<file path="src/design/tmc_consts.svh">
// timing, register map and reset constants for the transceiver mode controller
`ifndef TMC_CONSTS_SVH
`define TMC_CONSTS_SVH
`define TMC_CLK_NS          20
`define TMC_T_STARTUP_NS    10000
`define TMC_T_MODE_NS       16000
`define TMC_T_MODE_LW_NS    16000
`define TMC_T_MODE_RW_NS    22000
`define TMC_T_HOLD_NS       10000
`define TMC_T_WAKE_EN_NS    70000
`define TMC_T_WAKE_FILT_NS  21000
`define TMC_T_LFLG_NS       6000
`define TMC_T_RFLG_NS       11000
`define TMC_T_WUP_FILT_NS   1000
`define TMC_WAKE_PATTERN_TIMEOUT_MS     2
`define TMC_T_TXDIS_NS      700
`define TMC_T_TXREC_NS      25000
`define TMC_T_UVD_MS        160
`define TMC_T_UVR_US        600
`define TMC_A_CTRL          8'h00
`define TMC_A_STATUS        8'h04
`define TMC_A_IRQ_STAT      8'h08
`define TMC_A_IRQ_MASK      8'h0c
`define TMC_CTRL_FLAG_CLR   0
`define TMC_MASK_RST        5'h00
`define TMC_RESP_OKAY       2'h0
`define TMC_RESP_SLVERR     2'h2
`endif

</file>
<file path="src/design/tmc_pkg.sv">
// types shared by the transceiver mode controller
package tmc_pkg;
    typedef enum logic [2:0] {
        TMC_OFF     = 3'b000,
        TMC_STANDBY = 3'b001,
        TMC_NORMAL  = 3'b010,
        TMC_SILENT  = 3'b011,
        TMC_GTS     = 3'b100,
        TMC_SLEEP   = 3'b101
    } tmc_mode_t;
    typedef enum logic [1:0] {
        TMC_WP_IDLE = 2'b00,
        TMC_WP_DOM  = 2'b01,
        TMC_WP_REC  = 2'b10
    } tmc_wup_t;
endpackage

</file>
<file path="src/design/tmc_mode_timing_ctrl.sv">
// operating mode, wake and supply timing controller of a can transceiver
//
// Notes on behaviour
// - battery available: reach standby within 100 us
// - pin mode change completes 7 to 50 us
// - local wake mode change 10 to 38 us
// - remote wake mode change 10 to 63 us
// - go-to-sleep held: sleep after 3 to 50 us
// - wake input enabled 40-200 us after power-on
// - wake pin change accepted after 5-60 us
// - local wake sets flag after 3-13 us
// - bus pattern phases filtered 0.15-1.8 us
// - partial bus pattern dropped after 1-5 ms
// - remote wake sets flag after 3-38 us
// - supply undervoltage disables transmitter about 0.7 us
// - both supplies good: transmitter back 14-75 us
// - undervoltage flag set after 100-400 ms low
// - undervoltage flag cleared after 0.35-1.3 ms good
// - pin encoding selects normal, silent, standby, go-to-sleep
// - any undervoltage flag forces sleep mode
// - wake event in sleep moves to standby
//
// Implementation choices: the AXI4-Lite slave port and the placing of the registers.
`timescale 1ns/1ps
`default_nettype none
`include "tmc_consts.svh"
module tmc_mode_timing_ctrl #(
    parameter int WUP_TO_CYC = `TMC_WAKE_PATTERN_TIMEOUT_MS * 1000000 / `TMC_CLK_NS,
    parameter int UVD_CYC    = `TMC_T_UVD_MS * 1000000 / `TMC_CLK_NS,
    parameter int UVR_CYC    = `TMC_T_UVR_US * 1000 / `TMC_CLK_NS
) (
    // clock and reset
    input  wire logic              i_clk,
    input  wire logic              i_reset,
    // host mode pins and wake sources, asynchronous
    input  wire logic              i_standby_ctl_n,
    input  wire logic              i_mode_sel,
    input  wire logic              i_wake_pin,
    input  wire logic              i_bus_dominant,
    // supply monitors, high while above threshold, asynchronous
    input  wire logic              i_vb_ok,
    input  wire logic              i_vcc_ok,
    input  wire logic              i_vio_ok,
    // transceiver controls
    output var tmc_pkg::tmc_mode_t o_mode,
    output logic                   o_tx_enable,
    output logic                   o_rx_enable,
    output logic                   o_regulator_inhibit_out,
    output logic                   o_wake_flag,
    output logic                   o_irq,
    // axi4-lite slave
    input  wire logic [7:0]        i_awaddr,
    input  wire logic              i_awvalid,
    output logic                   o_awready,
    input  wire logic [31:0]       i_wdata,
    input  wire logic [3:0]        i_wstrb,
    input  wire logic              i_wvalid,
    output logic                   o_wready,
    output logic [1:0]             o_bresp,
    output logic                   o_bvalid,
    input  wire logic              i_bready,
    input  wire logic [7:0]        i_araddr,
    input  wire logic              i_arvalid,
    output logic                   o_arready,
    output logic [31:0]            o_rdata,
    output logic [1:0]             o_rresp,
    output logic                   o_rvalid,
    input  wire logic              i_rready
);
    import tmc_pkg::*;

    localparam logic [11:0] START_CYC  = 12'(`TMC_T_STARTUP_NS / `TMC_CLK_NS);
    localparam logic [11:0] MODE_CYC   = 12'(`TMC_T_MODE_NS / `TMC_CLK_NS);
    localparam logic [11:0] MODE_LW    = 12'(`TMC_T_MODE_LW_NS / `TMC_CLK_NS);
    localparam logic [11:0] MODE_RW    = 12'(`TMC_T_MODE_RW_NS / `TMC_CLK_NS);
    localparam logic [11:0] HOLD_CYC   = 12'(`TMC_T_HOLD_NS / `TMC_CLK_NS);
    localparam logic [11:0] WAKE_EN    = 12'(`TMC_T_WAKE_EN_NS / `TMC_CLK_NS);
    localparam logic [11:0] WAKE_FILT  = 12'(`TMC_T_WAKE_FILT_NS / `TMC_CLK_NS);
    localparam logic [11:0] LFLG_CYC   = 12'(`TMC_T_LFLG_NS / `TMC_CLK_NS);
    localparam logic [11:0] RFLG_CYC   = 12'(`TMC_T_RFLG_NS / `TMC_CLK_NS);
    localparam logic [11:0] WUP_FILT   = 12'(`TMC_T_WUP_FILT_NS / `TMC_CLK_NS);
    localparam logic [11:0] TXDIS_CYC  = 12'(`TMC_T_TXDIS_NS / `TMC_CLK_NS);
    localparam logic [11:0] TXREC_CYC  = 12'(`TMC_T_TXREC_NS / `TMC_CLK_NS);

    if (WUP_TO_CYC < 2 || UVD_CYC < 2 || UVR_CYC < 2) begin : g_chk
        $error("timeout counts must be at least two cycles");
    end

    // word-aligned register match, used by both bus channels
    function automatic logic reg_hit(input logic [7:0] a, input logic [7:0] off);
        return a[7:2] == off[7:2];
    endfunction

    // undervoltage timer terminal count for the pending flag change
    function automatic logic [31:0] uv_lim(input logic flag);
        return flag ? 32'(UVR_CYC - 1) : 32'(UVD_CYC - 1);
    endfunction

    // three-stage synchronisers; a level counts once stages two and three agree
    logic [6:0] sync1, sync2, sync3, pin_f;
    wire  [6:0] pin_raw = {i_vio_ok, i_vcc_ok, i_vb_ok, i_bus_dominant,
                           i_wake_pin, i_mode_sel, i_standby_ctl_n};
    wire  [6:0] agree      = ~(sync2 ^ sync3);
    wire  [6:0] next_pin_f = (sync2 & agree) | (pin_f & ~agree);
    always_ff @(posedge i_clk) begin
        if (i_reset) begin
            sync1 <= 7'h00;
            sync2 <= 7'h00;
            sync3 <= 7'h00;
            pin_f <= 7'h00;
        end else begin
            sync1 <= pin_raw;
            sync2 <= sync1;
            sync3 <= sync2;
            pin_f <= next_pin_f;
        end
    end

    wire standby_ctl_n_f = pin_f[0];
    wire en_f   = pin_f[1];
    wire wake_f = pin_f[2];
    wire bus_f  = pin_f[3];
    wire vb_f   = pin_f[4];
    wire [1:0] sup_ok   = pin_f[6:5];
    wire       sup_good = &sup_ok;
    // battery loss is power-off: all state but the bus registers and synchronisers starts over
    wire rst = i_reset | ~vb_f;

    // pin request decode
    tmc_mode_t req;
    assign req = !standby_ctl_n_f ? (en_f ? TMC_GTS : TMC_STANDBY)
                         : (en_f ? TMC_NORMAL : TMC_SILENT);

    logic        lwake, rwake, pend, standby_ctl_n_q, wake_en;
    logic [1:0]  uv_flag;
    logic [11:0] mode_cnt;
    tmc_mode_t   tgt, req_q, mode_q;
    wire wake_evt  = lwake | rwake;
    wire uv_any    = |uv_flag;
    wire req_chg   = req != req_q;
    wire standby_ctl_n_rise = standby_ctl_n_f & ~standby_ctl_n_q;
    wire lp_mode   = o_mode == TMC_STANDBY || o_mode == TMC_GTS || o_mode == TMC_SLEEP;

    // mode sequencer; every transition but the undervoltage drop to sleep waits out mode_cnt
    always_ff @(posedge i_clk) begin
        if (rst) begin
            o_mode   <= TMC_OFF;
            tgt      <= TMC_STANDBY;
            pend     <= 1'b0;
            mode_cnt <= START_CYC;
            req_q    <= TMC_STANDBY;
            standby_ctl_n_q   <= 1'b0;
        end else begin
            req_q  <= req;
            standby_ctl_n_q <= standby_ctl_n_f;
            if (o_mode == TMC_OFF) begin
                if (mode_cnt == 12'h000) begin
                    o_mode <= TMC_STANDBY;
                end else begin
                    mode_cnt <= mode_cnt - 12'h001;
                end
            end else if (uv_any && o_mode != TMC_SLEEP) begin
                o_mode <= TMC_SLEEP;
                pend   <= 1'b0;
            end else if (o_mode == TMC_SLEEP && wake_evt) begin
                pend     <= 1'b1;
                tgt      <= TMC_STANDBY;
                mode_cnt <= lwake ? MODE_LW : MODE_RW;
            end else if (o_mode == TMC_SLEEP && standby_ctl_n_rise && !uv_any) begin
                pend     <= 1'b1;
                tgt      <= req;
                mode_cnt <= MODE_CYC;
            end else if (o_mode != TMC_SLEEP && req_chg) begin
                pend     <= 1'b1;
                tgt      <= req;
                mode_cnt <= MODE_CYC;
            end else if (pend) begin
                if (mode_cnt == 12'h001) begin
                    o_mode   <= tgt;
                    pend     <= 1'b0;
                    mode_cnt <= HOLD_CYC;
                end else begin
                    mode_cnt <= mode_cnt - 12'h001;
                end
            end else if (o_mode == TMC_GTS) begin
                // a wake during the hold restarts it
                if (wake_evt) begin
                    mode_cnt <= HOLD_CYC;
                end else if (mode_cnt == 12'h000) begin
                    o_mode <= TMC_SLEEP;
                end else begin
                    mode_cnt <= mode_cnt - 12'h001;
                end
            end
        end
    end

    // wake input enable, counted once after power-on only
    logic [11:0] we_cnt;
    always_ff @(posedge i_clk) begin
        if (rst) begin
            wake_en <= 1'b0;
            we_cnt  <= WAKE_EN;
        end else if (o_mode != TMC_OFF && !wake_en) begin
            wake_en <= we_cnt == 12'h001;
            we_cnt  <= we_cnt - 12'h001;
        end
    end

    // local wake filter: either edge, held for the filter time
    logic        wk_ref;
    logic [11:0] wk_cnt;
    wire wk_arm = lp_mode & wake_en;
    always_ff @(posedge i_clk) begin
        if (rst) begin
            wk_ref <= 1'b0;
            wk_cnt <= 12'h000;
            lwake  <= 1'b0;
        end else begin
            lwake <= 1'b0;
            if (!wk_arm || wake_f == wk_ref) begin
                wk_cnt <= 12'h000;
                if (!wk_arm) wk_ref <= wake_f;
            end else if (wk_cnt == WAKE_FILT - 12'h001) begin
                wk_ref <= wake_f;
                wk_cnt <= 12'h000;
                lwake  <= 1'b1;
            end else begin
                wk_cnt <= wk_cnt + 12'h001;
            end
        end
    end

    // bus wake pattern: dominant, recessive, dominant, each phase filtered
    logic        bus_q;
    logic [11:0] bf_cnt;
    logic [31:0] to_cnt;
    tmc_wup_t    wst;
    wire bus_take = (bus_f != bus_q) && bf_cnt == WUP_FILT - 12'h001;
    wire q_rise   = bus_take & bus_f;
    wire q_fall   = bus_take & ~bus_f;
    always_ff @(posedge i_clk) begin
        if (rst) begin
            bus_q  <= 1'b0;
            bf_cnt <= 12'h000;
            wst    <= TMC_WP_IDLE;
            to_cnt <= 32'h0000_0000;
            rwake  <= 1'b0;
        end else begin
            rwake <= 1'b0;
            if (bus_f == bus_q) begin
                bf_cnt <= 12'h000;
            end else if (bus_take) begin
                bus_q  <= bus_f;
                bf_cnt <= 12'h000;
            end else begin
                bf_cnt <= bf_cnt + 12'h001;
            end
            if (!lp_mode || (wst != TMC_WP_IDLE && to_cnt == 32'h0000_0000)) begin
                wst <= TMC_WP_IDLE;
            end else begin
                if (to_cnt != 32'h0000_0000) to_cnt <= to_cnt - 32'h0000_0001;
                case (wst)
                    TMC_WP_IDLE: begin
                        if (q_rise) begin
                            wst    <= TMC_WP_DOM;
                            to_cnt <= 32'(WUP_TO_CYC);
                        end
                    end
                    TMC_WP_DOM: begin
                        if (q_fall) wst <= TMC_WP_REC;
                    end
                    TMC_WP_REC: begin
                        if (q_rise) begin
                            wst   <= TMC_WP_IDLE;
                            rwake <= 1'b1;
                        end
                    end
                    default: wst <= TMC_WP_IDLE;
                endcase
            end
        end
    end

    // wake flag delay; a new set beats a software clear in the same cycle
    logic [11:0] fl_cnt;
    wire flag_clr;
    always_ff @(posedge i_clk) begin
        if (rst) begin
            fl_cnt      <= 12'h000;
            o_wake_flag <= 1'b0;
        end else begin
            if (wake_evt) begin
                fl_cnt <= lwake ? LFLG_CYC : RFLG_CYC;
            end else if (fl_cnt != 12'h000) begin
                fl_cnt <= fl_cnt - 12'h001;
            end
            if (fl_cnt == 12'h001) begin
                o_wake_flag <= 1'b1;
            end else if (flag_clr) begin
                o_wake_flag <= 1'b0;
            end
        end
    end

    // undervoltage flags: timer runs only while supply disagrees with flag
    logic [31:0] uv_cnt [2];
    wire  [1:0]  uv_act = ~(sup_ok ^ uv_flag);
    wire  [1:0]  uv_hit = uv_act & {uv_cnt[1] == uv_lim(uv_flag[1]), uv_cnt[0] == uv_lim(uv_flag[0])};
    wire  [1:0]  uv_set = uv_hit & ~uv_flag;
    always_ff @(posedge i_clk) begin
        if (rst) begin
            uv_flag <= 2'h0;
            uv_cnt  <= '{32'h0000_0000, 32'h0000_0000};
        end else begin
            for (int i = 0; i < 2; i++) begin
                if (!uv_act[i]) begin
                    uv_cnt[i] <= 32'h0000_0000;
                end else if (uv_hit[i]) begin
                    uv_flag[i] <= ~uv_flag[i];
                    uv_cnt[i]  <= 32'h0000_0000;
                end else begin
                    uv_cnt[i] <= uv_cnt[i] + 32'h0000_0001;
                end
            end
        end
    end

    // transmitter gate follows the raw supply state, not the slow flags
    logic        tx_ok;
    logic [11:0] tg_cnt;
    always_ff @(posedge i_clk) begin
        if (rst) begin
            tx_ok  <= 1'b0;
            tg_cnt <= 12'h000;
        end else if (tx_ok == sup_good) begin
            tg_cnt <= 12'h000;
        end else if (tg_cnt == (tx_ok ? TXDIS_CYC : TXREC_CYC) - 12'h001) begin
            tx_ok  <= sup_good;
            tg_cnt <= 12'h000;
        end else begin
            tg_cnt <= tg_cnt + 12'h001;
        end
    end

    // registered pin outputs
    always_ff @(posedge i_clk) begin
        if (rst) begin
            o_tx_enable             <= 1'b0;
            o_rx_enable             <= 1'b0;
            o_regulator_inhibit_out <= 1'b0;
            mode_q                  <= TMC_OFF;
        end else begin
            o_tx_enable             <= o_mode == TMC_NORMAL && tx_ok;
            o_rx_enable             <= o_mode == TMC_NORMAL || o_mode == TMC_SILENT;
            o_regulator_inhibit_out <= o_mode != TMC_SLEEP && o_mode != TMC_OFF;
            mode_q                  <= o_mode;
        end
    end

    // axi4-lite handshakes; address and data may arrive in either order
    logic       aw_full, w_full;
    logic [7:0] aw_addr;
    logic [31:0] w_data;
    logic [3:0] w_strb;
    logic [4:0] irq_stat, irq_mask;
    wire aw_hs       = i_awvalid & o_awready;
    wire w_hs        = i_wvalid & o_wready;
    wire b_hs        = o_bvalid & i_bready;
    wire ar_hs       = i_arvalid & o_arready;
    wire do_wr       = aw_full & w_full & ~o_bvalid;
    wire next_aw     = (aw_full | aw_hs) & ~b_hs;
    wire next_w      = (w_full | w_hs) & ~b_hs;
    wire next_bvalid = do_wr | (o_bvalid & ~i_bready);
    wire next_rvalid = ar_hs | (o_rvalid & ~i_rready);
    wire wr_ctrl     = do_wr & reg_hit(aw_addr, `TMC_A_CTRL) & w_strb[0];
    wire wr_mask     = do_wr & reg_hit(aw_addr, `TMC_A_IRQ_MASK) & w_strb[0];
    wire wr_known    = reg_hit(aw_addr, `TMC_A_CTRL) | reg_hit(aw_addr, `TMC_A_STATUS)
                     | reg_hit(aw_addr, `TMC_A_IRQ_STAT) | reg_hit(aw_addr, `TMC_A_IRQ_MASK);
    assign flag_clr  = wr_ctrl & w_data[`TMC_CTRL_FLAG_CLR];
    wire rd_known    = reg_hit(i_araddr, `TMC_A_CTRL) | reg_hit(i_araddr, `TMC_A_STATUS)
                     | reg_hit(i_araddr, `TMC_A_IRQ_STAT) | reg_hit(i_araddr, `TMC_A_IRQ_MASK);
    wire [7:0]  status_bits = {wake_en, tx_ok, uv_flag, o_wake_flag, o_mode};
    wire [31:0] rd_mux =
        reg_hit(i_araddr, `TMC_A_STATUS)   ? {24'h00_0000, status_bits} :
        reg_hit(i_araddr, `TMC_A_IRQ_STAT) ? {27'h000_0000, irq_stat} :
        reg_hit(i_araddr, `TMC_A_IRQ_MASK) ? {27'h000_0000, irq_mask} : 32'h0000_0000;
    // status clears on read, but an event in the same cycle still lands
    wire        irq_rc   = ar_hs & reg_hit(i_araddr, `TMC_A_IRQ_STAT);
    wire [4:0]  irq_evt  = {o_mode != mode_q, uv_set, rwake, lwake};
    wire [4:0]  next_irq = irq_evt | (irq_stat & ~{5{irq_rc}});
    always_ff @(posedge i_clk) begin
        if (i_reset) begin
            aw_full   <= 1'b0;
            w_full    <= 1'b0;
            o_awready <= 1'b0;
            o_wready  <= 1'b0;
            o_bvalid  <= 1'b0;
            o_bresp   <= `TMC_RESP_OKAY;
            o_arready <= 1'b0;
            o_rvalid  <= 1'b0;
            o_rresp   <= `TMC_RESP_OKAY;
            o_rdata   <= 32'h0000_0000;
            aw_addr   <= 8'h00;
            w_data    <= 32'h0000_0000;
            w_strb    <= 4'h0;
            irq_stat  <= 5'h00;
            irq_mask  <= `TMC_MASK_RST;
            o_irq     <= 1'b0;
        end else begin
            aw_full   <= next_aw;
            w_full    <= next_w;
            o_awready <= ~next_aw;
            o_wready  <= ~next_w;
            o_bvalid  <= next_bvalid;
            o_arready <= ~next_rvalid;
            o_rvalid  <= next_rvalid;
            if (aw_hs) aw_addr <= i_awaddr;
            if (w_hs) begin
                w_data <= i_wdata;
                w_strb <= i_wstrb;
            end
            if (do_wr) o_bresp <= wr_known ? `TMC_RESP_OKAY : `TMC_RESP_SLVERR;
            if (ar_hs) begin
                o_rdata <= rd_mux;
                o_rresp <= rd_known ? `TMC_RESP_OKAY : `TMC_RESP_SLVERR;
            end
            if (wr_mask) irq_mask <= w_data[4:0];
            irq_stat <= next_irq;
            o_irq    <= |(next_irq & (wr_mask ? w_data[4:0] : irq_mask));
        end
    end

    localparam int A_START = int'(START_CYC) + 2;
    localparam int A_LFLG  = int'(LFLG_CYC);
endmodule
`default_nettype wire

</file>
<file path="config.mk">
export PLATFORM = sky130hd
export DESIGN_NAME = tmc_mode_timing_ctrl
export DESIGN_NICKNAME = d
export VERILOG_FILES = /design/src/design/tmc_pkg.sv /design/src/design/tmc_mode_timing_ctrl.sv
export VERILOG_INCLUDE_DIRS = /design/src /design/src/design
export SDC_FILE = /design/constraint.sdc
export NUM_CORES = 1
export LEC_CHECK = 0
export BUFFER_PORTS_ARGS = -buffer_cell sky130_fd_sc_hd__buf_2
export CAP_MARGIN = 10
export CORE_MARGIN = 5
export CORE_UTILIZATION = 45
export CTS_CLUSTER_DIAMETER = 80
export DETAILED_ROUTE_END_ITERATION = 12
export HOLD_SLACK_MARGIN = 0.1
export PLACE_DENSITY_LB_ADDON = 0.15
export SLEW_MARGIN = 25
export SYNTH_ARGS = -nofsm -noshare
export SYNTH_HDL_FRONTEND = slang
export SYNTH_SLANG_ARGS = --single-unit
</file>
<file path="constraint.sdc">
create_clock -name i_clk -period 3.1 [get_ports i_clk]
set_clock_uncertainty 0.15 [all_clocks]
set_input_delay 0.62 -clock i_clk [delete_from_list [all_inputs] [get_ports i_clk]]
set_output_delay 0.62 -clock i_clk [all_outputs]
set_load 0.01 [all_outputs]
</file>
==> summary.txt, run 1 <==
Clock tree
  – Root buf cell: clkbuf_16
  – Clock latency on the worst-skew pair: about 540 ps
  – TritonCTS Buffers: 28
  – Clk slew on worst S/H paths: approximately 60 ps
  – TritonCTS clock tree: yes
  – Clock sinks: about 260
  – CTS H-tree lvls: 1
  – Hold buffers post-CTS: 0
  – Post-CTS resize count: 0
  – # Post-CTS Setup Buffers: 0
  – CTS Buffer Depth: 3

Route
  – DR pass1 iterations: 5
  – WL met1: around 13,000 microns
  – Routed vias/inst: slightly above 5
  – Remaining DRCs: 0
  – WL/cell: between 10 and 15 microns
  – DR vias: 9,325
  – Final wirelength: around 25,000 microns
  – Met2 wire length: 10,800 microns
  – Post-route antenna net violation count: 0
  – Initial DRC count: just over 500
  – Met3 WL: between 1000 and 1500 microns
  – Top Metal Used: met5

Job
  – Max Cap Viol: 0

Timing
  – Final hold viol count: 0
  – Min Tclk post-route: 2690 ps
  – Worst slew margin: 0.359
  – Slew Limit Fails: 0
  – Worst Tran Pin Value: ~950 ps
  – Max Fclk: ~370 MHz
  – Setup violation total in the final timing report: 0
  – Period utilization: 0.867
  – Fin Setup TNS: 0 ps
  – Worst hold slack: 144 ps
  – RSZ-0062 raised after global routing: false

Finish
  – # nets final: about 1.5k
  – Most frequent cells in the layout: dfxtp_1 (263), nor2_1 (238), nand2_1 (112)
  – Antenna Cells: 0
  – Commonest non-fill, non-tap cell in the layout: dfxtp_1
  – P&R area growth vs syn: 13.9%
  – Layout fillers: approximately 2.5k
  – Layout cells sized above 1: 0.104

Critical path
  – R2R depth: 6
  – R2r endpoint: o_irq
  – Startpoint Class: flop
  – Max incr delay on CP: roughly 530 ps
  – WS Path Type: flop to flop
  – Slowest cell on the critical path: or4_1
  – R2r startpoint: aw_addr[7]
  – FF-to-FF setup slack: between 400 and 500 ps
  – Data arrival time of the critical path: 2940 ps
  – Most Frequent Cell on Critical Path: or4_1
  – Crit Path Max Fanout: 5
  – Required @ worst endpoint: roughly 3400 ps
  – Crit-path cells: or4_1 > nor2_1 > and4_1 > mux2i_1 > nor3_1 > or4_1
  – Crit. End Element: flop

Status
  – Outcome: complete, no violations

Global routing
  – Vias in the first global route: approximately 8.6k
  – First-pass GRT wire length: 42,900 microns
  – Pin count of the biggest net entering global routing: 38
  – Total GRT Usage: 0.171
  – Initial antenna violation count: 1
  – Gr ovfl total: 0

Synth
  – Flip-flop and latch count after synthesis: about 260
  – EDFF count, synth: 0
  – Number of distinct library cells after synthesis: around 80
  – Fraction of registers with async set/reset: 0
  – Syn_area_per_cell: approximately 8.5 sq um
  – Mapped Cells: around 1.4k
  – Synth Warn #: 0
  – Sequential fraction of the synthesis area: 0.445
  – Synthesized area: between 10,000 and 15,000 sq um
  – Top FF cell, synth: dfxtp_1

Min path
  – Hold depth: 2
  – Startpoint of the worst hold path: i_vb_ok
  – Hold Crit Class: primary input to flop
  – Worst Hold End: sync1[4]

Floorplanning
  – Num ports: between 100 and 150
  – Die ar.: between 20,000 and 30,000 sq um
  – Die Span Y: ~170 microns
  – # rows: 59
  – Initial Utilization: 0.455
  – CORE AREA: between 20,000 and 30,000 sq um
  – Die width: ~170 microns

Placed design
  – Count of input and output buffers: 54
  – RePlAce Congestion: about 0.85
  – HPWL after DPL: roughly 18,000 microns

Power and ir drop
  – Pleak: ~4.7 nW
  – Power Density: between 500 and 600 nW/um^2
  – Peak VDD IR: about 350 uV
==> kinds of logic after synthesis <==
family,after synthesis,share of synthesized area
and+or+nand+nor,671,0.283
DFF,263,0.445
AOI/OAI and AO/OA,164,0.0873
xor gates and xnor gates,147,0.109
buffers and inverters,109,0.0442
adders and majority gates,17,0.0180
muxes,16,0.0140
other,1,0.000317
==> synth_stat cells (12+ instances only) <==
master / instances / area [sq um]
and3_1: 24 / 150
nor4_1: 25 / 156
o21ai_0: 21 / 105
clkbuf_1: 38 / 143
nand3_1: 78 / 390
inv_1: 34 / 128
nor2_1: 238 / 893
xnor2_1: 78 / 683
a21oi_1: 70 / 350
nor3_1: 49 / 245
ha_1: 17 / 213
dfxtp_1: 263 / 5270
nor2b_1: 30 / 188
nand4_1: 26 / 163
or3_1: 14 / 87.6
nand2_1: 112 / 420
xor2_1: 69 / 604
buf_4: 27 / 203
mux2i_1: 12 / 120
==> final cells by class <==
type / count / area [sq um] / area share
sequential: 263 / 5270 / 0.391
tap: 335 / 419 / 0.0311
multi-input combinational: 1041 / 6150 / 0.456
inverter: 35 / 131 / 0.00975
timing repair buffer: 85 / 503 / 0.0373
clock buffer: 37 / 766 / 0.0568
clock inverter: 15 / 243 / 0.0180
==> metal layers <==
layer,up-vias,track usage
met3,37,0.0256
met2,162,0.263
met4,2,0.0410
met1,4250,0.253
li1,4874,-
met5,-,0
==> power breakdown <==
group	switching, mW	internal (mW)
registers	0.0183	3.41
logic	0.0722	0.0430
clock network	1.38	2.25
total	1.47	5.69
==> how the worst max path moves through the flow <==
| stage | endpoint | depth (start not counted) | from | slack, ps |
|---|---|---|---|---|
| after floorplan | o_irq | 7 | i_araddr[5] | 280 |
| after global placement | o_irq | 7 | i_araddr[5] | 180 |
| after detailed placement | o_irq | 7 | i_araddr[5] | 150 |
| after CTS | o_irq | 6 | aw_addr[7] | 420 |
| after global routing | o_irq | 6 | aw_addr[7] | 270 |
| final | o_irq | 6 | aw_addr[7] | 410 |
==> sequential cells by signal, indices dropped and copies added, names as in the netlist, 7 cells and up, named ones only <==
signal / count
tg_cnt: 12
we_cnt: 12
wk_cnt: 12
bf_cnt: 12
uv_cnt: 64
mode_cnt: 12
sync1: 7
sync3: 7
o_rdata: 8
sync2: 7
to_cnt: 32
fl_cnt: 12
==> critical path, delay by kind of cell, from the launching register on <==
kind	cells	cell delay [ps]
and+or+nand+nor	5	1800
DFF	1	310
muxes	1	300
==> per-stage QoR <==
stage	setup WS (ps)	util	area, sq um	std cells	power, mW
2_1_floorplan	279	-	11900	1413	3.59
3_3_place_gp	175	0.480	12500	1759	3.61
3_5_place_dp	147	0.480	12500	1759	3.62
4_1_cts	422	0.519	13500	1811	7.26
5_1_grt	272	0.519	13500	1811	7.42
6_report	413	0.519	13500	1811	7.16
Power figures use the tool's default switching activity.
==> run 2, diff against run 1 <==
--- a/config.mk
+++ b/config.mk
@@ -6,6 +6,7 @@
 export SDC_FILE = /design/constraint.sdc
 export NUM_CORES = 1
 export LEC_CHECK = 0
+export ABC_AREA = 1
 export BUFFER_PORTS_ARGS = -buffer_cell sky130_fd_sc_hd__buf_2
 export CAP_MARGIN = 10
 export CORE_MARGIN = 5
==> run 2 against run 1 <==
  * Count of clock-buffer cells in the layout is the same
  * Wire length increased by 23%
  * Hold slack worse by 17 ps
  * Die area rose by 12%
  * Non-clock buffer count down 20
  * Critical path type unchanged
  * Highest routed layer is now met4
==> summary.txt, run 2 <==
Critical path
  – Slowest cell on the critical path: dfxtp_1
  – Required @ worst endpoint: 3410 ps (+50 ps)
  – Crit Path Max Fanout: 17 (+12)
  – Crit. End Element: flop
  – Startpoint Class: flop
  – WS Path Type: flop to flop
  – Data arrival time of the critical path: 2650 ps (-290 ps)
  – Max incr delay on CP: 460 ps (-70 ps)
  – R2R depth: 10 (+4)
  – Crit-path cells: nor2_2 > inv_2 > nor2_4 > inv_2 > nand2_2 > nand2_2 > inv_1 > nand3_1 > nand2_1 > inv_1

Floorplanning
  – Die width: 182 microns (+5.8%)
  – Die Span Y: 182 microns (+5.8%)
  – Die ar.: 33,200 sq um (+12%)
  – CORE AREA: 29,500 sq um (+13%)
  – # rows: 63 (+6.8%)
  – Initial Utilization: 0.453 (-0.00269)
  – Num ports: 115 (unchanged)

Clock tree
  – CTS H-tree lvls: 1 (unchanged)
  – TritonCTS clock tree: yes
  – Root buf cell: clkbuf_16
  – CTS Buffer Depth: 3 (unchanged)
  – Clk slew on worst S/H paths: 60 ps (about the same)
  – TritonCTS Buffers: 30 (+7.1%)
  – Post-CTS resize count: 0 (unchanged)
  – Clock latency on the worst-skew pair: 560 ps (+20 ps)
  – Clock sinks: 263 (unchanged)
  – # Post-CTS Setup Buffers: 0 (unchanged)

Power and ir drop
  – Power Density: 501 nW/um^2 (-5.7%)
  – Cell-internal power: 6.00 mW (+5.3%)
  – Pleak: 6.05 nW (+28%)
  – Sw frac: 0.205 (-0.000243)
  – Peak VDD IR: 389 uV (+12%)
  – Flop pwr share: 0.456 (-0.022)
  – Clock power frac: 0.524 (+0.018)
  – Net Switching: 1.54 mW (+5.2%)
  – Combinational share of power: 0.019 (+0.003)

Min path
  – Hold depth: 3 (+1)
  – Hold Crit Class: primary input to flop

Job
  – Max Cap Viol: 0 (unchanged)

Global routing
  – First-pass GRT wire length: 52,700 microns (+23%)
  – Pin count of the biggest net entering global routing: 33 (-13%)
  – Vias in the first global route: 11.2k (+29%)
  – Initial antenna violation count: 0 (-1)
  – Total GRT Usage: 0.183 (+0.0125)
  – Gr ovfl total: 0 (unchanged)

Timing
  – Period utilization: 0.755 (-0.112)
  – Fin Setup TNS: 0 ps (unchanged)
  – Worst Tran Pin Value: 627 ps (-326 ps)
  – Worst hold slack: 127 ps (-17.1 ps)
  – RSZ-0062 raised after global routing: false
  – Min Tclk post-route: 2340 ps (-346 ps)
  – Final hold viol count: 0 (unchanged)
  – Slew Limit Fails: 0 (unchanged)
  – Worst slew margin: 0.581 (+0.222)
  – Max Fclk: 427 MHz (+15%)
  – Setup violation total in the final timing report: 0 (unchanged)

Finish
  – # nets final: 2,097 (+36%)
  – Layout cells sized above 1: 0.0977 (-0.00597)
  – Max FFs per register: 64 (unchanged)
  – Non-Filler Instances: 2,427 (+34%)
  – Final Util: 0.510 (-0.00819)
  – Antenna Cells: 0 (unchanged)
  – Commonest non-fill, non-tap cell in the layout: nand2_1
  – Top reg by flops: uv_cnt
  – Top flop regs: uv_cnt (64), to_cnt (32)
  – P&R area growth vs syn: 12.7%
  – Most frequent cells in the layout: nand2_1 (390), nor2_1 (332), dfxtp_1 (263)

Synth
  – Post-synth top area cell: dfxtp_1
  – Fraction of registers with async set/reset: 0 (unchanged)
  – Synth cell count leaders: nand2_1 (390), nor2_1 (332), dfxtp_1 (263)
  – Post-Synth Simple-Gate Area: 0.356 (+0.0739)
  – Mapped Cells: 1,948 (+40%)
  – Top cells by area, synth: dfxtp_1 (39%), nand2_1 (11%), nor2_1 (9.3%), inv_1 (7.2%), nand3_1 (4.6%)
  – Number of distinct library cells after synthesis: 52 (-33%)
  – Synthesized area: 13,300 sq um (+13%)
  – XOR/XNOR share of the synthesized area: 0.0407 (-0.0681)
  – Flip-flop and latch count after synthesis: 263 (unchanged)
  – Post-synthesis mux area share: 0 (-0.0140)
  – Complex-gate fraction of the synthesized area: 0.0914 (+0.00407)
  – Syn_area_per_cell: 6.85 sq um (-20%)
  – Top FF cell, synth: dfxtp_1
  – Synth Warn #: 0 (unchanged)
  – Count leader, synth: nand2_1
  – Post-Synth Adder-Cell Area: 0.0159 (-0.00204)
  – EDFF count, synth: 0 (unchanged)
  – Largest family of logic cells by synthesized area: simple AND/OR/NAND/NOR gates
  – Sequential fraction of the synthesis area: 0.394 (-0.0504)
  – Top cell type's share of synthesized area: 0.394 (-0.0504)

Route
  – DR vias: 12.0k (+28%)
  – Remaining DRCs: 0 (unchanged)
  – WL/cell: 12.8 microns (-8.6%)
  – Routed vias/inst: 4.93 (-4.3%)
  – Final wirelength: 31,000 microns (+23%)
  – Initial DRC count: 675 (+34%)
  – Post-route antenna net violation count: 0 (unchanged)
  – DR pass1 iterations: 5 (unchanged)

Placed design
  – HPWL after DPL: 23,100 microns (+29%)
  – RePlAce Congestion: 0.879 (+3.5%)
  – Dpl cells: 2,370 (+35%)
  – Count of input and output buffers: 54 (unchanged)

Status
  – Outcome: complete, no violations
-- run 2: cell types whose count changed in the layout (fill, tap and decap cells not counted), moves of 45 or more --
cell	change
xnor2_1	-55
nand2_1	+278
nand3_1	+45
nor2_1	+94
o21ai_0	+67
inv_1	+222
-- run 2: timing repair --
| item | in CTS | in global routing |
|---|---|---|
| setup endpoints to repair | 0 | 0 |
| hold endpoints to repair | 2 | 0 |
| hold buffers | 2 | 0 |
-- run 2: critical path, delay by kind of cell, from the launching register on --
family / cells / cell delay (ps)
buf+inv: 4 / 560
flops: 1 / 460
simple gates: 6 / 1060
-- run 2: kinds of logic after synthesis --
family,count (synthesis)
other cells,1
flops,263
buf+inv,320
compound gates,229
simple gates,1056
fa+ha+maj,17
xor+xnor,62
-- run 2: area by class of cell --
cell class	instances	area, sq um
clock inverters	18	297
multi-input cells	1390	6830
well taps	390	488
clock buffers	37	818
inverters	264	991
flip-flops and latches	263	5270
repair buffers	65	358
fillers	3057	14400
-- run 2: worst paths after layout --
check,slack [ps],endpoint,start
max,760,mode_cnt[0],o_mode[0]
min,130,sync1[4],i_vb_ok
max reg2reg,760,mode_cnt[0],o_mode[0]
min reg2reg,250,sync2[5],sync1[5]
-- run 2: per-layer routing --
| metal | vias up | global-route usage | wire length (microns) |
|---|---|---|---|
| met5 | - | 0 | 0 |
| met4 | 0 | 0.0375 | 568 |
| met3 | 49 | 0.0317 | 1450 |
| met2 | 198 | 0.291 | 13400 |
| met1 | 5410 | 0.263 | 15600 |
| li1 | 6297 | - | - |
-- run 2: power groups by stage --
| stage | combinational (mW) | clock (mW) | sequential [mW] |
|---|---|---|---|
| final | 0.146 | 3.96 | 3.44 |
| after global routing | 0.169 | 4.21 | 3.44 |
| after CTS | 0.147 | 4.05 | 3.44 |
| after detailed placement | 0.144 | 0 | 3.51 |
| after global placement | 0.143 | 0 | 3.51 |
| after floorplan | 0.109 | 0 | 3.51 |
-- run 2: through the flow --
stage	area [sq um]	setup slack (ps)	power [mW]
5_1_grt	15000	599	7.82
3_3_place_gp	13900	708	3.66
6_report	15000	760	7.54
2_1_floorplan	13400	1190	3.62
3_5_place_dp	13900	714	3.66
4_1_cts	15000	779	7.64
==> run 3, diff against run 2 <==
==> constraint.sdc (replaced) <==
create_clock -name i_clk -period 2.4 [get_ports i_clk]
set_clock_uncertainty 0.15 [all_clocks]
set_input_delay 0.48 -clock i_clk [delete_from_list [all_inputs] [get_ports i_clk]]
set_output_delay 0.48 -clock i_clk [all_outputs]
set_load 0.01 [all_outputs]
==> run 3 against run 2 <==
  * Non-clock buffer count increased by 37
  * Final cell count increased by 1.4%
  * Sequential share of layout area shrank 0.55 points
  * Critical endpoint is now mode_cnt[7]
==> summary.txt, run 3 (synthesis gave the netlist of run 2 again) <==
Status
  – Outcome: complete, no violations

Timing
  – Min Tclk post-route: 2130 ps (-207 ps)
  – Setup violation total in the final timing report: 0 (unchanged)
  – Period utilization: 0.889 (+0.134)
  – RSZ-0062 raised after global routing: false
  – Worst Tran Pin Value: 527 ps (-101 ps)
  – Fin Setup TNS: 0 ps (unchanged)
  – Worst slew margin: 0.647 (+0.0655)
  – Max Fclk: 469 MHz (+9.7%)
  – Slew Limit Fails: 0 (unchanged)
  – Final hold viol count: 0 (unchanged)

Critical path
  – Crit. End Element: flop
  – Max incr delay on CP: 360 ps (-100 ps)
  – Most Frequent Cell on Critical Path: nand2_1
  – Required @ worst endpoint: 2690 ps (-720 ps)
  – Crit-path cells: inv_1 > ha_1 > inv_1 > nor3_1 > nand3_1 > nand2_1 > nand2_1 > inv_1 > o21ai_0 > nand2_1 > nand2_1
  – Data arrival time of the critical path: 2420 ps (-230 ps)
  – Crit Path Max Fanout: 8 (-9)
  – Slowest cell on the critical path: nand3_1
  – WS Path Type: flop to flop
  – Startpoint Class: flop

Power and ir drop
  – Combinational share of power: 0.024 (+0.005)
  – Net Switching: 1.97 mW (+27%)
  – Peak VDD IR: 497 uV (+28%)
  – Cell-internal power: 7.31 mW (+22%)
  – Power Density: 607 nW/um^2 (+21%)
  – Clock power frac: 0.497 (-0.027)
  – Pleak: 6.17 nW (+2.0%)
  – Sw frac: 0.212 (+0.00747)
  – Flop pwr share: 0.479 (+0.023)

Clock tree
  – CTS H-tree lvls: 1 (unchanged)
  – # Post-CTS Setup Buffers: 0 (unchanged)
  – Root buf cell: clkbuf_16
  – TritonCTS clock tree: yes
  – Clock latency on the worst-skew pair: 540 ps (-20 ps)
  – Post-CTS resize count: 0 (unchanged)
  – CTS Buffer Depth: 3 (unchanged)
  – Clock sinks: 263 (unchanged)
  – TritonCTS Buffers: 29 (-3.3%)
  – Clk slew on worst S/H paths: 60 ps (about the same)

Finish
  – Top flop regs: uv_cnt (64), to_cnt (32)
  – Max FFs per register: 64 (unchanged)
  – Final Util: 0.519 (+0.00819)
  – P&R area growth vs syn: 14.5%
  – Layout cells sized above 1: 0.101 (+0.00371)
  – Most frequent cells in the layout: nand2_1 (390), nor2_1 (332), dfxtp_1 (263)
  – # nets final: 2,133 (+1.7%)
  – Layout fillers: 2,927 (-4.3%)
  – Top reg by flops: uv_cnt
  – Commonest non-fill, non-tap cell in the layout: nand2_1
  – Antenna Cells: 0 (unchanged)
  – Area occupied by registers: 5270 sq um (unchanged)
  – Multi-input combinational cell area: 6830 sq um (unchanged)

Route
  – DR pass1 iterations: 6 (+1)
  – Routed vias/inst: 4.87 (-1.1%)
  – Remaining DRCs: 0 (unchanged)
  – DR vias: 12.0k (+0.33%)
  – Final wirelength: 30,900 microns (-0.25%)
  – Initial DRC count: 600 (-11%)
  – Post-route antenna net violation count: 0 (unchanged)
  – WL/cell: 12.6 microns (-1.6%)

Global routing
  – Pin count of the biggest net entering global routing: 37 (+12%)
  – First-pass GRT wire length: 53,200 microns (+0.92%)
  – Initial antenna violation count: 0 (unchanged)
  – Gr ovfl total: 0 (unchanged)
  – Total GRT Usage: 0.186 (+0.00228)
  – Vias in the first global route: 11.3k (+1.1%)

Placed design
  – HPWL after DPL: 22,900 microns (-0.77%)
  – RePlAce Congestion: 0.890 (+1.3%)
  – Count of input and output buffers: 54 (unchanged)

Floorplanning
  – Num ports: 115 (unchanged)
  – Initial Utilization: 0.453 (unchanged)
  – Die width: 182 microns (unchanged)
  – CORE AREA: 29,500 sq um (unchanged)
  – Die Span Y: 182 microns (unchanged)
  – # rows: 63 (unchanged)
  – Die ar.: 33,200 sq um (unchanged)

Job
  – Max Cap Viol: 0 (unchanged)

Min path
  – Hold Crit Class: primary input to flop
-- run 3: cell type report --
| cell class | count | share of cell area |
|---|---|---|
| Timing Repair Buffer | 102 | 0.0470 |
| Inverter | 264 | 0.0648 |
| Sequential cell | 263 | 0.344 |
| Multi-Input combinational cell | 1390 | 0.447 |
| Clock inverter | 14 | 0.0122 |
| Tap cell | 390 | 0.0319 |
| Clock buffer | 38 | 0.0530 |
-- run 3: metrics by stage --
stage / area [sq um] / total power [mW] / std cells / worst slack (ps) / hold WS, ps
6_report: 15300 / 9.28 / 2461 / 266 / 216
4_1_cts: 15300 / 9.41 / 2461 / 260 / 188
5_1_grt: 15300 / 9.64 / 2461 / 63.9 / 224
3_5_place_dp: 14000 / 4.73 / 2384 / 279 / 246
2_1_floorplan: 13400 / 4.68 / 1973 / 634 / 238
3_3_place_gp: 14000 / 4.73 / 2384 / 304 / 240
-- run 3: what timing repair did --
action | in CTS | in global routing
endpoints found under the setup margin | 0 | 0
hold endpoints to repair | 23 | 0
hold buffers | 25 | 0
-- run 3: metal layers --
layer / vias up / global-route usage / routed length, microns
li1: 6382 / - / -
met1: 5348 / 0.263 / 15200
met2: 221 / 0.298 / 13500
met3: 43 / 0.0295 / 1490
met4: 0 / 0.0441 / 678
met5: - / 0 / 0
-- run 3: path summary, 6_finish.rpt --
path | from | end | slack [ps] | cells after the start
hold / removal | i_araddr[2] | o_rdata[4] | 220 | 4
setup / recovery | mode_cnt[0] | mode_cnt[7] | 270 | 11
hold reg to reg | sync1[4] | sync2[4] | 250 | 2
setup reg to reg | mode_cnt[0] | mode_cnt[7] | 270 | 11
-- run 3: critical path: cells and delay by family, from the launching register on --
family,cells,cell delay (ps)
buffers and inverters,3,250
AND/OR/NAND/NOR,6,1060
adder cells (fa/ha/maj),1,190
AO/OA/AOI/OAI,1,70
flip-flops,1,330
-- run 3: power by group through the flow --
| stage | Sequential, mW | Clock [mW] | Combinational [mW] |
|---|---|---|---|
| after floorplan | 4.54 | 0 | 0.140 |
| after global placement | 4.54 | 0 | 0.188 |
| after detailed placement | 4.54 | 0 | 0.189 |
| after CTS | 4.44 | 4.75 | 0.223 |
| after global routing | 4.45 | 4.94 | 0.253 |
| final | 4.44 | 4.61 | 0.224 |
